===== config.mk =====
export PLATFORM = sky130hd
export DESIGN_NAME = fcmac_ctrl
export DESIGN_NICKNAME = d
export VERILOG_FILES = /design/src/hw/fcmac_pkg.sv /design/src/hw/fcmac_ctrl.sv
export SDC_FILE = /design/constraint.sdc
export NUM_CORES = 1
export LEC_CHECK = 0
export CAP_MARGIN = 20
export CORE_ASPECT_RATIO = 0.75
export CORE_MARGIN = 2
export CORE_UTILIZATION = 45
export CTS_CLUSTER_SIZE = 12
export DETAILED_ROUTE_END_ITERATION = 6
export DONT_BUFFER_PORTS = 1
export RECOVER_POWER = 25
export SLEW_MARGIN = 0
export SYNTH_ARGS = -nofsm -noshare
export SYNTH_HDL_FRONTEND = slang
export SYNTH_SLANG_ARGS = --single-unit

===== constraint.sdc =====
create_clock -name clk -period 1.5 [get_ports clk]
set_input_delay 0 -clock clk [delete_from_list [all_inputs] [get_ports clk]]
set_output_delay 0 -clock clk [all_outputs]
set_load 0.05 [all_outputs]

===== src/hw/fcmac_pkg.sv =====
// Package for the framer CRC, monitor and elastic store align control block.
// Assumes an 8-bit processor port with a byte address and single-cycle strobes.
package fcmac_pkg;

  // Register byte addresses on the processor port
  localparam logic [7:0] TX_CRC_MONITOR_CONTROL_ADDR = 8'h19;
  localparam logic [7:0] RX_CRC_ALIGN_MONITOR_CONTROL_ADDR = 8'h1E;

  // Field positions
  localparam int TX_CRC_VARIANT_SEL_BIT = 7;
  localparam int RX_CRC_VARIANT_SEL_BIT = 7;
  localparam int RX_STORE_ALIGN_CMD_BIT = 6;
  localparam int TX_STORE_ALIGN_CMD_BIT = 5;
  localparam int MONITOR_CHAN_MSB = 4;
  localparam int MONITOR_CHAN_LSB = 0;

  // Reset values
  localparam logic [7:0] CONTROL_RESET = 8'h00;
  localparam logic [7:0] MONITOR_RESET = 8'h00;
  localparam logic [7:0] READ_UNMAPPED = 8'h00;

  // Synchroniser depth for inputs from the system clock domains
  localparam int SYNC_STAGES = 3;

  typedef struct packed {
    logic [7:0] addr;
    logic [7:0] wrData;
    logic wrEn;
    logic rdEn;
  } fcmac_bus_req_type;

  typedef struct packed {
    logic [4:0] chanNum;
    logic [7:0] chanData;
    logic chanValid;
  } fcmac_chan_type;

  typedef struct packed {
    logic [7:0] txCtrl;
    logic [7:0] rxCtrl;
    logic [7:0] rdData;
    logic prevRxAlign;
    logic prevTxAlign;
    logic [SYNC_STAGES-1:0] rxShortSync;
    logic [SYNC_STAGES-1:0] txShortSync;
    logic rxShort;
    logic txShort;
    logic rxAlignPulse;
    logic txAlignPulse;
    logic [7:0] txMonitor;
    logic [7:0] rxMonitor;
  } fcmac_state_type;

endpackage


===== src/hw/fcmac_ctrl.sv =====
// Two per-framer control registers: CRC6 variant selects, channel monitor
// selectors and elastic store align commands, plus the two channel monitors.
// Assumes the pointer-separation flags come from the system clock domains and
// the channel streams are already on clk.
//
// Summary of operation
// - Transmit CRC6 generator uses Japanese variant when transmit variant bit is one.
// - Transmit bits 4..0 select the transmit channel copied into its monitor.
// - Receive CRC6 checker uses Japanese variant when receive variant bit is one.
// - Receive align rising edge forces half-frame separation if pointers are closer.
// - Transmit align rising edge forces half-frame separation if pointers are closer.
// - No align action when separation is already at least half a frame.
// - Only rising transitions of an align bit trigger; held ones do nothing.
// - Receive bits 4..0 select the receive channel copied into its monitor.
`timescale 1ns/1ps

module fcmac_ctrl (
  // Clock and reset
  input wire logic clk,
  input wire logic reset_n,
  // Processor port
  input wire fcmac_pkg::fcmac_bus_req_type busReq,
  output logic [7:0] rdData,
  // Channel streams
  input wire fcmac_pkg::fcmac_chan_type txChan,
  input wire fcmac_pkg::fcmac_chan_type rxChan,
  // Elastic store status, asynchronous: separation under half a frame
  input wire logic rxSepShort,
  input wire logic txSepShort,
  // Controls to the framer
  output logic txCrcJapanese,
  output logic rxCrcJapanese,
  output logic rxStoreAlignPulse,
  output logic txStoreAlignPulse,
  output logic [7:0] txChannelMonitorReg,
  output logic [7:0] rxChannelMonitorReg
);

  fcmac_pkg::fcmac_state_type st;
  fcmac_pkg::fcmac_state_type next_st;

  function automatic logic [4:0] chanSel(input logic [7:0] ctrl);
    chanSel = ctrl[fcmac_pkg::MONITOR_CHAN_MSB:fcmac_pkg::MONITOR_CHAN_LSB];
  endfunction

  function automatic logic hit(input fcmac_pkg::fcmac_bus_req_type req, input logic [7:0] addr);
    hit = req.addr == addr;
  endfunction

  logic rxAlignBit;
  logic txAlignBit;
  assign rxAlignBit = st.rxCtrl[fcmac_pkg::RX_STORE_ALIGN_CMD_BIT];
  assign txAlignBit = st.rxCtrl[fcmac_pkg::TX_STORE_ALIGN_CMD_BIT];

  always_comb begin
    next_st = st;
    // Writes store the whole byte; unassigned bits are kept as written
    // so software reads back exactly what it wrote; zeros there are its duty
    if (busReq.wrEn && hit(busReq, fcmac_pkg::TX_CRC_MONITOR_CONTROL_ADDR)) begin
      next_st.txCtrl = busReq.wrData;
    end
    if (busReq.wrEn && hit(busReq, fcmac_pkg::RX_CRC_ALIGN_MONITOR_CONTROL_ADDR)) begin
      next_st.rxCtrl = busReq.wrData;
    end
    if (busReq.rdEn) begin
      if (hit(busReq, fcmac_pkg::TX_CRC_MONITOR_CONTROL_ADDR)) begin
        next_st.rdData = st.txCtrl;
      end else if (hit(busReq, fcmac_pkg::RX_CRC_ALIGN_MONITOR_CONTROL_ADDR)) begin
        next_st.rdData = st.rxCtrl;
      end else begin
        next_st.rdData = fcmac_pkg::READ_UNMAPPED;
      end
    end
    // Three-stage synchronisers; the first stage feeds only the second
    // Waiting for stages two and three to agree keeps a flag caught mid-change out
    next_st.rxShortSync = {st.rxShortSync[1:0], rxSepShort};
    next_st.txShortSync = {st.txShortSync[1:0], txSepShort};
    if (st.rxShortSync[1] == st.rxShortSync[2]) begin
      next_st.rxShort = st.rxShortSync[2];
    end
    if (st.txShortSync[1] == st.txShortSync[2]) begin
      next_st.txShort = st.txShortSync[2];
    end
    // Edge detection against the registered copy of the align bits
    // The copies clear with the register, so reset release gives no false edge
    next_st.prevRxAlign = rxAlignBit;
    next_st.prevTxAlign = txAlignBit;
    next_st.rxAlignPulse = rxAlignBit && !st.prevRxAlign && st.rxShort;
    next_st.txAlignPulse = txAlignBit && !st.prevTxAlign && st.txShort;
    // Monitors copy the selected channel as it passes
    if (txChan.chanValid && txChan.chanNum == chanSel(st.txCtrl)) begin
      next_st.txMonitor = txChan.chanData;
    end
    if (rxChan.chanValid && rxChan.chanNum == chanSel(st.rxCtrl)) begin
      next_st.rxMonitor = rxChan.chanData;
    end
  end

  always_ff @(posedge clk) begin
    if (!reset_n) begin
      st <= '0;
      st.txCtrl <= fcmac_pkg::CONTROL_RESET;
      st.rxCtrl <= fcmac_pkg::CONTROL_RESET;
      st.rdData <= fcmac_pkg::READ_UNMAPPED;
      st.txMonitor <= fcmac_pkg::MONITOR_RESET;
      st.rxMonitor <= fcmac_pkg::MONITOR_RESET;
    end else begin
      st <= next_st;
    end
  end

  assign rdData = st.rdData;
  assign txCrcJapanese = st.txCtrl[fcmac_pkg::TX_CRC_VARIANT_SEL_BIT];
  assign rxCrcJapanese = st.rxCtrl[fcmac_pkg::RX_CRC_VARIANT_SEL_BIT];
  assign rxStoreAlignPulse = st.rxAlignPulse;
  assign txStoreAlignPulse = st.txAlignPulse;
  assign txChannelMonitorReg = st.txMonitor;
  assign rxChannelMonitorReg = st.rxMonitor;

  // Checks
  // Antecedents read the registered state, as the logic does, so edges line up
  tx_crc_sel_a: assert property (@(posedge clk) disable iff (!reset_n)
    busReq.wrEn && hit(busReq, fcmac_pkg::TX_CRC_MONITOR_CONTROL_ADDR)
    |=> txCrcJapanese == $past(busReq.wrData[fcmac_pkg::TX_CRC_VARIANT_SEL_BIT]))
    else $error("transmit CRC variant not taken from write");

  rx_crc_sel_a: assert property (@(posedge clk) disable iff (!reset_n)
    busReq.wrEn && hit(busReq, fcmac_pkg::RX_CRC_ALIGN_MONITOR_CONTROL_ADDR)
    |=> rxCrcJapanese == $past(busReq.wrData[fcmac_pkg::RX_CRC_VARIANT_SEL_BIT]))
    else $error("receive CRC variant not taken from write");

  tx_mon_copy_a: assert property (@(posedge clk) disable iff (!reset_n)
    txChan.chanValid && txChan.chanNum == chanSel(st.txCtrl) |=> txChannelMonitorReg == $past(txChan.chanData))
    else $error("transmit monitor missed selected channel");

  rx_mon_hold_a: assert property (@(posedge clk) disable iff (!reset_n)
    !(rxChan.chanValid && rxChan.chanNum == chanSel(st.rxCtrl)) |=> $stable(rxChannelMonitorReg))
    else $error("receive monitor changed on unselected channel");

  rx_align_fire_a: assert property (@(posedge clk) disable iff (!reset_n)
    $rose(rxAlignBit) && st.rxShort |=> rxStoreAlignPulse)
    else $error("receive align did not fire");

  tx_align_fire_a: assert property (@(posedge clk) disable iff (!reset_n)
    $rose(txAlignBit) && st.txShort |=> txStoreAlignPulse)
    else $error("transmit align did not fire");

  align_wide_sep_a: assert property (@(posedge clk) disable iff (!reset_n)
    !st.rxShort |=> !rxStoreAlignPulse)
    else $error("receive align fired with wide separation");

  align_held_a: assert property (@(posedge clk) disable iff (!reset_n)
    txAlignBit [*2] |=> !txStoreAlignPulse)
    else $error("transmit align fired on held bit");

  align_single_a: assert property (@(posedge clk) disable iff (!reset_n)
    rxStoreAlignPulse |=> !rxStoreAlignPulse)
    else $error("receive align pulse longer than one cycle");

  // Register state only moves on a write to its own address
  tx_crc_hold_a: assert property (@(posedge clk) disable iff (!reset_n)
    !(busReq.wrEn && hit(busReq, fcmac_pkg::TX_CRC_MONITOR_CONTROL_ADDR)) |=> $stable(txCrcJapanese))
    else $error("transmit CRC variant changed without a write");

  rx_crc_hold_a: assert property (@(posedge clk) disable iff (!reset_n)
    !(busReq.wrEn && hit(busReq, fcmac_pkg::RX_CRC_ALIGN_MONITOR_CONTROL_ADDR)) |=> $stable(rxCrcJapanese))
    else $error("receive CRC variant changed without a write");

  // Read data is the register value of the request cycle and holds until the next read
  tx_read_back_a: assert property (@(posedge clk) disable iff (!reset_n)
    busReq.rdEn && hit(busReq, fcmac_pkg::TX_CRC_MONITOR_CONTROL_ADDR) |=> rdData == $past(st.txCtrl))
    else $error("transmit control read back wrong");

  rx_read_back_a: assert property (@(posedge clk) disable iff (!reset_n)
    busReq.rdEn && hit(busReq, fcmac_pkg::RX_CRC_ALIGN_MONITOR_CONTROL_ADDR) |=> rdData == $past(st.rxCtrl))
    else $error("receive control read back wrong");

  read_hold_a: assert property (@(posedge clk) disable iff (!reset_n)
    !busReq.rdEn |=> $stable(rdData))
    else $error("read data changed without a read");

  rx_mon_copy_a: assert property (@(posedge clk) disable iff (!reset_n)
    rxChan.chanValid && rxChan.chanNum == chanSel(st.rxCtrl) |=> rxChannelMonitorReg == $past(rxChan.chanData))
    else $error("receive monitor missed selected channel");

  tx_mon_hold_a: assert property (@(posedge clk) disable iff (!reset_n)
    !(txChan.chanValid && txChan.chanNum == chanSel(st.txCtrl)) |=> $stable(txChannelMonitorReg))
    else $error("transmit monitor changed on unselected channel");

  tx_wide_sep_a: assert property (@(posedge clk) disable iff (!reset_n)
    !st.txShort |=> !txStoreAlignPulse)
    else $error("transmit align fired with wide separation");

  rx_align_held_a: assert property (@(posedge clk) disable iff (!reset_n)
    rxAlignBit [*2] |=> !rxStoreAlignPulse)
    else $error("receive align fired on held bit");

  tx_align_single_a: assert property (@(posedge clk) disable iff (!reset_n)
    txStoreAlignPulse |=> !txStoreAlignPulse)
    else $error("transmit align pulse longer than one cycle");

  // A flag is only taken once stages two and three agree
  rx_sync_filter_a: assert property (@(posedge clk) disable iff (!reset_n)
    st.rxShortSync[1] != st.rxShortSync[2] |=> $stable(st.rxShort))
    else $error("receive short flag taken before stages agreed");

  tx_sync_filter_a: assert property (@(posedge clk) disable iff (!reset_n)
    st.txShortSync[1] != st.txShortSync[2] |=> $stable(st.txShort))
    else $error("transmit short flag taken before stages agreed");

  // Nothing but a qualified rising edge may start an align
  rx_edge_only_a: assert property (@(posedge clk) disable iff (!reset_n)
    !($rose(rxAlignBit) && st.rxShort) |=> !rxStoreAlignPulse)
    else $error("receive align fired without a rising edge");

  tx_edge_only_a: assert property (@(posedge clk) disable iff (!reset_n)
    !($rose(txAlignBit) && st.txShort) |=> !txStoreAlignPulse)
    else $error("transmit align fired without a rising edge");

  rx_align_cov: cover property (@(posedge clk) disable iff (!reset_n) rxStoreAlignPulse);
  tx_align_cov: cover property (@(posedge clk) disable iff (!reset_n) txStoreAlignPulse);
  rx_align_skip_cov: cover property (@(posedge clk) disable iff (!reset_n) $rose(rxAlignBit) && !st.rxShort);
  tx_align_skip_cov: cover property (@(posedge clk) disable iff (!reset_n) $rose(txAlignBit) && !st.txShort);
  mon_copy_cov: cover property (@(posedge clk) disable iff (!reset_n)
    rxChan.chanValid && rxChan.chanNum == chanSel(st.rxCtrl));

endmodule


* After elaboration in Yosys (flattened, before gate mapping) *
Index checks and enable logic that the tools add are counted.

storage, ports and cells
  register bits = 52
  input port bits = 50
  output and inout bits = 28
  word-level logic and storage cells = 31

cells by class
  equality and inequality tests = 6
  muxes and demuxes = 2
  reduce and logical (&&, ||, !) cells = 10

operators by type and width
  operator                                                                count
  8-bit by 5-bit equality test with 1-bit output (second input constant)  2
  8-bit two-way mux                                                       2
  5-bit equality test                                                     2
  1-bit logical AND                                                       8
  1-bit equality test                                                     2
  1-bit logical NOT                                                       2

* Logic depth before layout (Yosys ltp) *
  depth after elaboration = 3
  mapped depth = 6
  mapped depth without buffers = 4

* Worst setup path before layout *
Ideal clock, no wire load.

  path kind = reg2reg
  start point = register st[47] in the netlist's numbering
  end point = register st, in the netlist txChannelMonitorReg[0]
  setup time = 72 ps
  arrival = 1172 ps
  data required time = 1428 ps
  path slack = 256 ps
  stages on the path, launching flop included = 6
  buffers on the path = 1
  clock period less this slack = 1244 ps
  cell sequence = dfxtp_1 xor2_1 nor4_1 and3_1 buf_6 mux2i_1

between the ends
  cells in the longest elaborated chain, start to end = 2

ends and longest elaborated chain
  item                    RTL line           text
  start, declared         fcmac_ctrl.sv:39   fcmac_pkg::fcmac_state_type st;
  start signal, assigned  fcmac_ctrl.sv:108  st <= next_st;
  5-bit equality test     fcmac_ctrl.sv:91   if (txChan.chanValid && txChan.chanNum == chanSel(st.txCtrl)) begin
  1-bit logical AND       fcmac_ctrl.sv:91

No other way between the ends.
A chain may end at the register's enable or synchronous reset.

* Final worst setup path *
  start point = register st[37] in the netlist's numbering
  end point = register st, in the netlist rxChannelMonitorReg[6]

between the ends
  cells in the longest elaborated chain, start to end = 2

ends and longest elaborated chain
  item                 RTL line          text
  5-bit equality test  fcmac_ctrl.sv:94  if (rxChan.chanValid && rxChan.chanNum == chanSel(st.rxCtrl)) begin
  1-bit logical AND    fcmac_ctrl.sv:94

No other way between the ends.

==> qor.txt <==
Status = complete, no violations
Main combinational cell family by area after synthesis = simple AND/OR/NAND/NOR gates
Post-synthesis compound-gate area fraction = 11.82%
Wire per inst = 14.06 µm
Setup Skew = 0.005387 ns
RePlAce Congestion = 0.7577
Layout area overhead = 19.41%
GR Util All Layers = 16.78%
Setup TNS = 0 ns
Clk pin slew, worst setup/hold paths = 0.09 ns
Synth Cell Area = 2243 µm²
Util after Layout = 55.29%
Peak supply drop = 0.8245 mV
Total CTS buffers = 5
Seq/Total Area, Yosys = 46.40%
Post-route ant nets = 0
Skew-Pair Late Insertion Delay = 0.29 ns
Layout cells sized above 1 = 15.24%
XOR/XNOR Fraction of Synth Area = 3.904%
Net count after synthesis = 290
Critical path peak fanout = 8
Port-buffer cells = 0
Critical Path RT = 1.72 ns
CTS tree = yes
Worst EP arrival = 1.68 ns
Fin crit share = 97.13%
Routed wl met2 = 2.114 mm
CP Class = flop to flop
Die width = 85.53 µm
Post-synthesis simple-gate area fraction = 19.24%
Power per cell area = 915.9 nW/µm²
CTS root buffer = clkbuf_8
Leakage = 1.036 nW
M1 WL = 2.238 mm
Fin nets = 318
CP bufs+invs = 1
Mapped Cells = 240
Yosys warns = 0
Initial core utilization = 46.31%
Pin count of the biggest net entering global routing = 65
Number of library cell types mapped by synthesis = 26
Largest stage delay, worst path = 0.34 ns
Crit path time final = 1.457 ns
Slew Viols, Final = 0
First-pass GRT wire length = 7.203 mm
Critical Path Source Type = flop
Achievable Freq = 686.4 MHz
DRC Markers = 0
Vias/cell = 4.903
Tot Pwr = 2.453 mW
Initial DRT Pass Iterations = 4
Initial antenna violation count = 0
CP cell instances = xor2_1 > nor4_1 > and3_1 > buf_12 > mux2i_2
Dpl cell area = 2303 µm²
Highest routed layer = met4
Design Area, Final = 2679 µm²
Vias in the first global route = 1432
Worst hold path type = primary input to flop
#FFs+latches synth = 52
N_diodes = 0
Die area = 5572 µm²
Final wirelength = 4.626 mm
Final Hold Vio Count = 0
Dpl hpwl = 3.031 mm
Grt total ovfl = 0
CP top delay family = simple AND/OR/NAND/NOR gates
Critical path endpoint category = flop
Vias = 1613
Post-synthesis mux area share = 7.139%
Synthesized area per cell = 9.348 µm²
Die span in y = 65.15 µm
RSZ-0062 raised after global routing = true
Boundary Pins = 78
Dpl ws = 0.06096 ns
CTS Buffer Depth = 2
Final Setup Violations = 0
Slowest-stage cell, CP = dfxtp_2
Relative slew slack = 56.60%
Clock tree sinks = 52
Setup ws final = 0.04312 ns
Post-Synth Adder-Cell Area = 0%
Max-capacitance violation count = 0
Worst-margin pin slew = 0.6510 ns
Met3 wire length = 249 µm
Core area = 4845 µm²
Core Rows = 22
Depth of the CTS H-tree = 2
1st-iter DRT viols = 64
path summary, 6_finish.rpt:
kind                                  start                     end  slack (ns)  cells after the start
worst max-delay path                 st[37]  rxChannelMonitorReg[6]        0.04                      5
worst min-delay path             busReq[16]                  st[50]        0.06                      3
worst max register to register       st[37]  rxChannelMonitorReg[6]        0.04                      5
worst min register to register  next_st[24]             next_st[25]        0.44                      1
synthesized netlist by cell type:
| cell | number | area share, % |
|---|---|---|
| and2b_2 | 1 | 0.39 |
| dfxtp_1 | 52 | 46 |
| buf_2 | 2 | 0.45 |
| o21ai_0 | 2 | 0.45 |
| o21a_1 | 8 | 2.7 |
| nor2_2 | 1 | 0.28 |
| and2_1 | 9 | 2.5 |
| nand3_1 | 14 | 3.1 |
| nand4_4 | 2 | 1.9 |
| a21boi_1 | 2 | 0.67 |
| and3b_1 | 3 | 1.2 |
| buf_1 | 1 | 0.17 |
| clkbuf_1 | 6 | 1.0 |
| buf_6 | 3 | 1.5 |
| nand4_1 | 1 | 0.28 |
| nand2b_1 | 1 | 0.28 |
| nand2_1 | 44 | 7.4 |
| o21ai_1 | 24 | 5.4 |
| nor3b_4 | 1 | 0.84 |
| mux2i_1 | 16 | 7.1 |
| xnor2_1 | 2 | 0.78 |
| xor2_1 | 8 | 3.1 |
| nor4_1 | 2 | 0.56 |
| buf_4 | 25 | 8.4 |
| a22oi_1 | 8 | 2.7 |
| and3_1 | 2 | 0.56 |
cell type report:
class / instances / area [µm²]
Clock buffer: 8 / 90.09
Fill cell: 462 / 2166
Multi-Input combinational cell: 151 / 937.1
Sequential cell: 52 / 1044
Tap cell: 60 / 75.07
Timing Repair Buffer: 58 / 533.0
timing repair:
item	in CTS	in global routing
endpoints found under the hold margin	50	0
setup endpoints to repair	0	8
buffers inserted	0	1
hold buffers	28	0
gates resized for setup	0	4
worst reg2reg max path: stages, from the launching register on:
cell,delay (ns)
dfxtp_2,0.34
xor2_1,0.14
nor4_1,0.29
and3_1,0.25
buf_12,0.15
mux2i_2,0.22
sequential cells by signal, indices dropped and copies added, names as in the netlist:
| signal | cells |
|---|---|
| next_st | 6 |
| rdData | 8 |
| rxChannelMonitorReg | 8 |
| rxCrcJapanese | 1 |
| rxStoreAlignPulse | 1 |
| st | 18 |
| txChannelMonitorReg | 8 |
| txCrcJapanese | 1 |
| txStoreAlignPulse | 1 |
power breakdown:
| part | switching (mW) | total (mW) | internal [mW] |
|---|---|---|---|
| Combinational | 0.132 | 0.241 | 0.110 |
| Clock | 0.426 | 0.803 | 0.377 |
| Sequential | 0.00886 | 1.41 | 1.40 |
| Total | 0.567 | 2.45 | 1.89 |
routing by layer:
| metal | track usage [%] | up-vias |
|---|---|---|
| met5 | 0 | - |
| li1 | - | 842 |
| met3 | 4.271 | 2 |
| met1 | 23.13 | 724 |
| met4 | 4.167 | 0 |
| met2 | 26.46 | 45 |
per-stage QoR:
| step | instances | hold WS (ns) |
|---|---|---|
| finish | 329 | 0.05534 |
| floorplan | 240 | 0.1273 |
| global placement | 292 | 0.1124 |
| detailed placement | 292 | 0.1181 |
| CTS | 328 | 0.05525 |
| global route | 329 | 0.06411 |
cells by family (layout without fill, tap and decap cells):
group	count (synthesis)	in the layout
multiplexers	16	16
AO/OA/AOI/OAI	44	44
AND/OR/NAND/NOR	81	81
flip-flops	52	52
buffers and inverters	37	66
XOR/XNOR	10	10
layout by cell type, fill, tap and decap left out, types with 4 or more instances in the layout:
cell and n:
clkbuf_8 6, and2_0 4, clkbuf_1 6, buf_4 24, xor2_1 8, o21ai_1 23, and2_1 5, dlygate4sd3_1 27
nand2_1 44, a22oi_1 8, mux2i_1 14, dfxtp_1 50, o21a_1 8, nand3_1 14
Power figures use the tool's default switching activity.
